File: config.mk
export PLATFORM = sky130hd
export DESIGN_NAME = tyag_top
export DESIGN_NICKNAME = d
export VERILOG_FILES = /design/src/core/tyag_pkg.sv /design/src/core/tyag_frame_timer.sv /design/src/core/tyag_top.sv
export SDC_FILE = /design/constraint.sdc
export NUM_CORES = 1
export LEC_CHECK = 0
export BUFFER_PORTS_ARGS = -buffer_cell sky130_fd_sc_hd__buf_2
export CORE_MARGIN = 1.5
export CORE_UTILIZATION = 50
export CTS_CLUSTER_DIAMETER = 80
export DETAILED_ROUTE_END_ITERATION = 6
export PLACE_DENSITY = 0.88
export SLEW_MARGIN = 20
export SYNTH_ARGS = -nofsm -noshare
export SYNTH_HDL_FRONTEND = slang
export SYNTH_SLANG_ARGS = --single-unit
File: constraint.sdc
create_clock -name pclk -period 3.9 [get_ports pclk]
set_input_delay 0.585 -clock pclk [delete_from_list [all_inputs] [get_ports pclk]]
set_output_delay 0.585 -clock pclk [all_outputs]
set_load 0.01 [all_outputs]
File: src/core/tyag_pkg.sv
// package: constants and types of the t1 yellow alarm generator
`default_nettype none
package tyag_pkg;
    // ===========================================
    // register map
    localparam logic [11:0] AGC_OFF   = 12'h000;
    localparam logic [11:0] FFS_OFF   = 12'h004;
    localparam logic [11:0] STAT_OFF  = 12'h008;
    // ===========================================
    // alarm_generation_control fields
    localparam int RULE_BIT   = 7;
    localparam int REQ_BIT    = 6;
    localparam int FMT_HI     = 5;
    localparam int FMT_LO     = 4;
    localparam logic [7:0] AGC_RST = 8'h00;
    localparam logic [2:0] FFS_RST = 3'h0;
    // ===========================================
    // rai_format_select codes
    localparam logic [1:0] FMT_OFF  = 2'h0;
    localparam logic [1:0] FMT_BIT2 = 2'h1;
    // framing_format_select codes
    localparam logic [2:0] FFS_SF   = 3'h5;
    localparam logic [2:0] FFS_N    = 3'h6;
    // ===========================================
    // timing: one second counted in frames
    localparam int RAI_MIN_MS     = 1000;
    localparam int FRAME_PERIOD_US = 125;
    localparam int FRAMES_PER_SEC =
        RAI_MIN_MS * 1000 / FRAME_PERIOD_US;
    localparam int TMR_W = 13;
    // ===========================================
    typedef enum logic [1:0] {
        ST_IDLE,
        ST_SEND,
        ST_GAP
    } tyag_state_e;
endpackage
`default_nettype wire

File: src/core/tyag_frame_timer.sv
// frame counter that measures the one second windows
`timescale 1ns/1ps
`default_nettype none
module tyag_frame_timer
    import tyag_pkg::*;
(
    input  wire logic             pclk,
    input  wire logic             presetn,
    input  wire logic             clear,
    input  wire logic             frame_tick,
    input  wire logic [TMR_W-1:0] limit,
    output var  logic [TMR_W-1:0] count,
    output var  logic             done
);
    logic [TMR_W-1:0] cnt_q;
    logic [TMR_W-1:0] cnt_d;
    wire              at_lim = (cnt_q >= limit);

    // ===========================================
    // counting frames keeps the window tied to line time
    assign cnt_d = clear ? '0 :
                   (frame_tick && !at_lim) ? cnt_q + 1'b1 :
                   cnt_q;

    always_ff @(posedge pclk or negedge presetn) begin
        if (!presetn) begin
            cnt_q <= '0;
        end else begin
            cnt_q <= cnt_d;
        end
    end

    assign count = cnt_q;
    assign done  = at_lim && !clear;
endmodule // tyag_frame_timer
`default_nettype wire

File: src/core/tyag_top.sv
// t1 transmit yellow alarm generation with apb registers
`timescale 1ns/1ps
`default_nettype none
// Contract
// - control bit seven enables one-second rule
// - enforced: each alarm lasts at least one second
// - enforced: one second gap between alarms
// - enforced: request bit sets alarm duration
// - enforced: format field picks format, and 00 blocks the request
// - not enforced: no gap between alarms
// - not enforced: format field sets everything
// - not enforced: still one second minimum
// - enforced: request one starts, zero stops
// - not enforced: request bit ignored
// - format 00 disables alarm
// - sf/n format 01 forces bit two zero
module tyag_top
    import tyag_pkg::*;
#(
    parameter int FRAMES_PER_SECOND = FRAMES_PER_SEC
) (
    input  wire logic        pclk,
    input  wire logic        presetn,
    input  wire logic [11:0] paddr,
    input  wire logic        psel,
    input  wire logic        penable,
    input  wire logic        pwrite,
    input  wire logic [31:0] pwdata,
    output var  logic [31:0] prdata,
    output var  logic        pready,
    output var  logic        pslverr,
    input  wire logic        frame_tick,
    output var  logic        rai_active,
    output var  logic [1:0]  rai_format,
    output var  logic        rai_bit2_force
);
    // ===========================================
    // decode helpers
    function automatic logic reg_hit(
        input logic [11:0] a,
        input logic [11:0] off
    );
        reg_hit = (a == off);
    endfunction

    function automatic logic is_bit2_framing(
        input logic [2:0] f
    );
        is_bit2_framing = (f == FFS_SF) || (f == FFS_N);
    endfunction

    // ===========================================
    // state
    logic [7:0]       agc_q;
    logic [7:0]       agc_d;
    logic [2:0]       ffs_q;
    logic [2:0]       ffs_d;
    logic [31:0]      prdata_q;
    logic [31:0]      prdata_d;
    logic             pready_q;
    logic             pready_d;
    logic             pslverr_q;
    logic             pslverr_d;
    tyag_state_e      state_q;
    tyag_state_e      state_d;
    logic [1:0]       fmt_q;
    logic [1:0]       fmt_d;
    logic             active_q;
    logic             bit2_q;
    logic             bit2_d;
    logic [1:0]       tmr_clear;
    logic [1:0]       tmr_done;
    logic [TMR_W-1:0] tmr_cnt [2];

    wire [TMR_W-1:0] limit = FRAMES_PER_SECOND[TMR_W-1:0];

    // ===========================================
    // apb decode
    wire acc      = psel && penable;
    wire commit   = acc && pready_q;
    wire hit_agc  = reg_hit(paddr, AGC_OFF);
    wire hit_ffs  = reg_hit(paddr, FFS_OFF);
    wire hit_stat = reg_hit(paddr, STAT_OFF);
    wire mapped   = hit_agc || hit_ffs || hit_stat;
    wire wr_agc   = commit && pwrite && hit_agc;
    wire wr_ffs   = commit && pwrite && hit_ffs;

    // one wait state: answer on second access cycle
    assign pready_d  = acc && !pready_q;
    assign pslverr_d = pready_d && !mapped;

    wire [31:0] stat_word = {
        28'h0000000,
        fmt_q,
        (state_q == ST_GAP),
        active_q
    };

    assign prdata_d =
        !(pready_d && !pwrite) ? 32'h00000000 :
        hit_agc  ? {24'h000000, agc_q} :
        hit_ffs  ? {29'h00000000, ffs_q} :
        hit_stat ? stat_word :
        32'h00000000;

    assign agc_d = wr_agc ? pwdata[7:0] : agc_q;
    assign ffs_d = wr_ffs ? pwdata[2:0] : ffs_q;

    always_ff @(posedge pclk or negedge presetn) begin
        if (!presetn) begin
            agc_q     <= AGC_RST;
            ffs_q     <= FFS_RST;
            pready_q  <= 1'b0;
            pslverr_q <= 1'b0;
            prdata_q  <= 32'h00000000;
        end else begin
            agc_q     <= agc_d;
            ffs_q     <= ffs_d;
            pready_q  <= pready_d;
            pslverr_q <= pslverr_d;
            prdata_q  <= prdata_d;
        end
    end

    // ===========================================
    // alarm control
    wire       rule_en = agc_q[RULE_BIT];
    wire       req     = agc_q[REQ_BIT];
    wire [1:0] fmt_sel = agc_q[FMT_HI:FMT_LO];
    wire       fmt_on  = (fmt_sel != FMT_OFF);

    // enforced: request bit decides duration
    // not enforced: request bit ignored
    wire want = rule_en ? (req && fmt_on) : fmt_on;

    always_comb begin
        state_d = state_q;
        case (state_q)
            ST_IDLE: begin
                if (want) begin
                    state_d = ST_SEND;
                end
            end
            ST_SEND: begin
                // the one second floor holds in both modes
                if (!want && tmr_done[0]) begin
                    state_d = rule_en ? ST_GAP : ST_IDLE;
                end
            end
            ST_GAP: begin
                if (!rule_en || tmr_done[1]) begin
                    state_d = ST_IDLE;
                end
            end
            default: begin
                state_d = ST_IDLE;
            end
        endcase
    end

    // format tracks the field while wanted, held over the tail
    assign fmt_d  = (state_d == ST_SEND && want) ? fmt_sel :
                    (state_d == ST_SEND) ? fmt_q : FMT_OFF;
    assign bit2_d = (state_d == ST_SEND) && (fmt_d == FMT_BIT2) &&
                    is_bit2_framing(ffs_q);

    always_ff @(posedge pclk or negedge presetn) begin
        if (!presetn) begin
            state_q  <= ST_IDLE;
            fmt_q    <= FMT_OFF;
            active_q <= 1'b0;
            bit2_q   <= 1'b0;
        end else begin
            state_q  <= state_d;
            fmt_q    <= fmt_d;
            active_q <= (state_d == ST_SEND);
            bit2_q   <= bit2_d;
        end
    end

    // ===========================================
    // timers: 0 measures the alarm, 1 the gap
    assign tmr_clear[0] = (state_q != ST_SEND);
    assign tmr_clear[1] = (state_q != ST_GAP);

    for (genvar i = 0; i < 2; i++) begin : g_tmr
        tyag_frame_timer u_tmr (
            .pclk       (pclk),
            .presetn    (presetn),
            .clear      (tmr_clear[i]),
            .frame_tick (frame_tick),
            .limit      (limit),
            .count      (tmr_cnt[i]),
            .done       (tmr_done[i])
        );
    end

    // ===========================================
    // outputs
    assign prdata         = prdata_q;
    assign pready         = pready_q;
    assign pslverr        = pslverr_q;
    assign rai_active     = active_q;
    assign rai_format     = fmt_q;
    assign rai_bit2_force = bit2_q;
endmodule // tyag_top
`default_nettype wire

; ---- Word-level counts from Yosys, hierarchy flattened
; Cells that the tools add are included.
[word_totals]
reg_bits = 53
inputBits = 50
output_inout_bits = 38
wordCells = 76
[op_classes]
add_sub_neg = 2
n_lt_le_gt_ge = 2
n_eq_ne = 10
muxes = 16
reduce_logical = 35
[op_table]
columns = op, count
row1 = two-way mux 13 bit, 4
row2 = "adder 13 x 1 -> 13 bit, second input constant", 2
row3 = ">= comparator 13 bit, second input constant", 2
row4 = logical AND 1 bit, 17
row5 = two-way mux 8 bit, 2
row6 = "equality test 12 x 3 -> 1 bit, second input constant", 1
row7 = "equality test 12 x 4 -> 1 bit, second input constant", 1
row8 = zero test 12 bit, 1
row9 = two-way mux 2 bit, 6
row10 = zero test 1 bit, 9
row11 = two-way mux 4 bit, 2
row12 = "equality test 2 x 1 -> 1 bit, second input constant", 3
row13 = "equality test 3 bit, second input constant", 2
row14 = one-hot mux 2 bit (3 select lines), 1
row15 = nonzero test 2 bit, 3
row16 = logical OR 1 bit, 4
row17 = "equality test 2 bit, second input constant", 1
row18 = zero test 2 bit, 1
row19 = "!= test 2 x 1 -> 1 bit, second input constant", 1
row20 = "!= test 2 bit, second input constant", 1
row21 = two-way mux 1 bit, 1

; ---- Logic depth before layout (Yosys ltp)
[logic_depth]
word_depth = 13
mapped_depth = 5
depth_no_buf = 5

; ---- Modules after synthesis
; A second synthesis with hierarchy kept.
[hier_totals]
cells_unflattened = 375
hier_area_um2 = 3622.2
[by_module_without_submodules]
columns = module, instances, cells_each, area_per_inst_um2, seq_area_each_um2
row1 = tyag_top, 1, 121, 1363.8, 675.6
row2 = tyag_frame_timer at g_tmr[0].u_tmr, 1, 129, 1169.9, 325.3
row3 = tyag_frame_timer at g_tmr[1].u_tmr, 1, 125, 1088.5, 325.3

; ---- Least setup slack after synthesis
; OpenSTA, ideal clock, no wires.
[synth_path]
path_type = input -> register
start = input paddr[1]
end = register agc_q[0]
setup_time_ps = 128
arrival_ps = 1730
required_time_ps = 3772
slack_ps = 2043
cell_stages = 4
path_buffers = 0
cell_sequence = nor4_2 nand4_1 nor2_4 mux2_1
[synth_via]
elab_chain_cells = 2
[synth_lines]
columns = element, line_no
row1 = "start, declared", tyag_top.sv:24  ; input wire logic [11:0] paddr,
row2 = zero test 12 bit, tyag_top.sv:43  ; reg_hit = (a == off);
row3 = logical AND 1 bit, tyag_top.sv:85  ; wire wr_agc = commit && pwrite && hit_agc;
row4 = "end signal, assigned", tyag_top.sv:117  ; agc_q <= agc_d;
row5 = "end, declared", tyag_top.sv:54  ; logic [7:0] agc_q;
; No other way between the ends.
; A chain may end at the register's enable or synchronous reset.

; ---- Final worst setup path
[layout_path]
start = input paddr[1]
end = register agc_q[1]
; The elaborated chain is that of the path after synthesis.

==> impl_metrics.yaml <==
worst_setup_path:
  start_kind: "primary input"
  cp_cell_sequence: "buf_2, nor4_2, nand4_1, nor2_4, mux2_1"
  worstSetupPathType: "primary input to flop"
  worstPathRequired_ns: 4.08
  cp_max_fo: 8
  cp_slowest_cell: "nor4_2"
  cp-end-kind: "flop"
  max_stage_delay_ns: 0.39
  cp_data_arrival_time_ns: 2.05
yosys:
  netlist.area_leader.share: 0.482
  netlist_area_um2: 2750
  synthFlopType: "dfrtp_1"
  synth_top_area_cell: "dfrtp_1"
  yosysMostFrequentCell: "dfrtp_1"
  synth.avg_cell_area_um2: 10.5
  ys_warn_count: 0
  synth-seq-area-share: 0.482
  ys_types: 42
  synthArstFlopShare: 1.00
  synth_cells: 263
  synthTopCellsByCount: "dfrtp_1, nor2_1, buf_4"
  ys_seq_elements: 53
  netlist_top_cells_area: "dfrtp_1, buf_4, mux2_1"
  synth_edf_count: 0
place:
  gp_congestion: 0.862
  io_buffer_count: 39
  dpl.hpwl_um: 3800
  pre_cts_ws_ns: 1.70
  dp.cells: 367
hold_path:
  hold_path_class: "primary input to async pin"
cells_and_area:
  n_antenna_cell: 0
  area_growth_pct: 9.74
  seqCellArea_um2: 1330
  post-route-util: 0.580
  layout-drive-gt1-share: 0.184
  multi_input_area_um2: 1270
  final_nets: 358
  fill_cells: 437
  fin_cells: 375
clock_tree:
  cts_setup_buffers: 0
  tritoncts: "done"
  clkSinkCount: 53
  cts_buffer_depth: 2
  ctsResizeCount: 0
  cts_made_buffers: 5
  holdBufCountCts: 0
  htree_levels: 2
  clock_tree.root_cell: "clkbuf_8"
  clk_pin_slew_worst_paths_ns: 0.09
  clk_latency_ns: 0.30
global_route:
  grt_pass1_vias: 2019
  grt_remaining_overflow: 0
  grt_max_degree: 54
  antenna_found_initial: 0
  grt_first_pass_wirelength_um: 9000
  grt_use_total: 0.188
sta:
  drv_slew: 0
  clock_skew_ns: 0.00797
  fin_crit_ns: 1.87
  fin_crit_sh: 0.479
  grt_setup_unrepaired: "false"
  slew_headroom: 0.568
  finalSetupViolations: 0
  tightest_slew_ns: 0.649
  fin_setup_tns_ns: 0
  fmax_mhz: 535
  setup_slack_ns: 2.03
  hold_viol_final: 0
routing:
  wl_per_cell_um: 13.6
  post_drt_via_cell_ratio: 5.37
  vias: 2014
  wl_met3_um: 211
  first_pass_iters: 4
  drt-initial-drc-count: 58
  wl_met2_um: 2600
  drt_wl_total_um: 5100
  top_layer_used: "met4"
  wl_met1_um: 2170
  ant_nets: 0
  drc: 0
die:
  core_um2: 5200
  die_x_um: 77.1
  num_io_pins: 88
  fp.dieH_um: 77.1
  die-area_um2: 5950
  rows: 26
  start_util: 0.528
pwr:
  ir_drop_uv: 287
  leakage_nw: 1.40
  p_per_area_nw_per_um2: 301
status:
  status: "finished, final reports clean"
job:
  drv_cap: 0
area by class of cell:
class | count | area share
Sequential cell | 53 | 0.440
Multi-Input combinational cell | 195 | 0.423
Timing Repair Buffer | 40 | 0.0672
Tap cell | 70 | 0.0290
Clock buffer | 5 | 0.0228
Inverter | 9 | 0.0112
Clock inverter | 3 | 0.00747
per-stage QoR:
step                hold slack, ns  total power [W]  cell area, um^2
global route                 0.433         0.000952             3020
finish                       0.385         0.000908             3020
global placement             0.475         0.000613             2930
detailed placement           0.478         0.000614             2930
CTS                          0.405         0.000918             3020
floorplan                    0.289         0.000603             2840
cell usage in the layout (no fill, tap or decap), types with 6 or more instances in the layout:
| master | netlist | layout |
|---|---|---|
| and2_1 | 6 | 6 |
| and4_1 | 6 | 6 |
| mux2_1 | 11 | 11 |
| conb_1 | 1 | 24 |
| a21oi_1 | 14 | 14 |
| dfrtp_1 | 53 | 53 |
| nand4_1 | 6 | 6 |
| nor2_1 | 25 | 25 |
| inv_1 | 9 | 9 |
| xor2_1 | 10 | 10 |
| nand2_1 | 14 | 14 |
| buf_2 | 1 | 39 |
| o21ai_0 | 11 | 11 |
| or3_1 | 6 | 6 |
sequential cells by signal, indices dropped and copies added, names as in the netlist:
| signal | cells |
|---|---|
| rai_active | 1 |
| state_q | 2 |
| pslverr | 1 |
| rai_format | 2 |
| rai_bit2_force | 1 |
| agc_q | 8 |
| ffs_q | 3 |
| prdata | 8 |
| g_tmr.u_tmr.count | 26 |
| pready | 1 |
kinds of logic after synthesis:
| group | after synthesis | share of synthesized area |
|---|---|---|
| AO/OA/AOI/OAI | 51 | 0.128 |
| XOR/XNOR | 13 | 0.0414 |
| adder cells (fa/ha/maj) | 4 | 0.0182 |
| buffers and inverters | 38 | 0.0851 |
| flip-flops | 53 | 0.482 |
| multiplexers | 14 | 0.0560 |
| other | 1 | 0.00136 |
| AND/OR/NAND/NOR | 89 | 0.187 |
routing by layer:
layer,up-vias,track usage
li1,972,-
met1,979,0.233
met2,52,0.314
met3,11,0.0440
met4,0,0.0782
met5,-,0
where the power goes:
part	total, W	switching, W	internal [W]
combinational	0.0000514	0.0000365	0.0000149
sequential	0.000552	0.00000112	0.000551
clock	0.000305	0.000178	0.000128
total	0.000908	0.000215	0.000693
worst max-delay path: cells and delay by family:
| kind | cells | cell delay, ns |
|---|---|---|
| AND/OR/NAND/NOR | 3 | 1.01 |
| multiplexers | 1 | 0.36 |
| buffers and inverters | 1 | 0.10 |
path summary, 6_finish.rpt:
| path | startpoint | end | slack, ns | depth (start not counted) |
|---|---|---|---|---|
| setup / recovery | paddr[1] | agc_q[1] | 2.03 | 5 |
| hold / removal | presetn | g_tmr[0].u_tmr.count[5] | 0.38 | 2 |
| max in group asynchronous | presetn | rai_format[0] | 3.08 | 2 |
| min in group pclk | pwdata[7] | agc_q[7] | 0.49 | 2 |
| setup reg to reg | pready | prdata[0] | 2.16 | 3 |
| hold reg to reg | agc_q[0] | agc_q[0] | 0.49 | 1 |
Power figures use the tool's default switching activity.
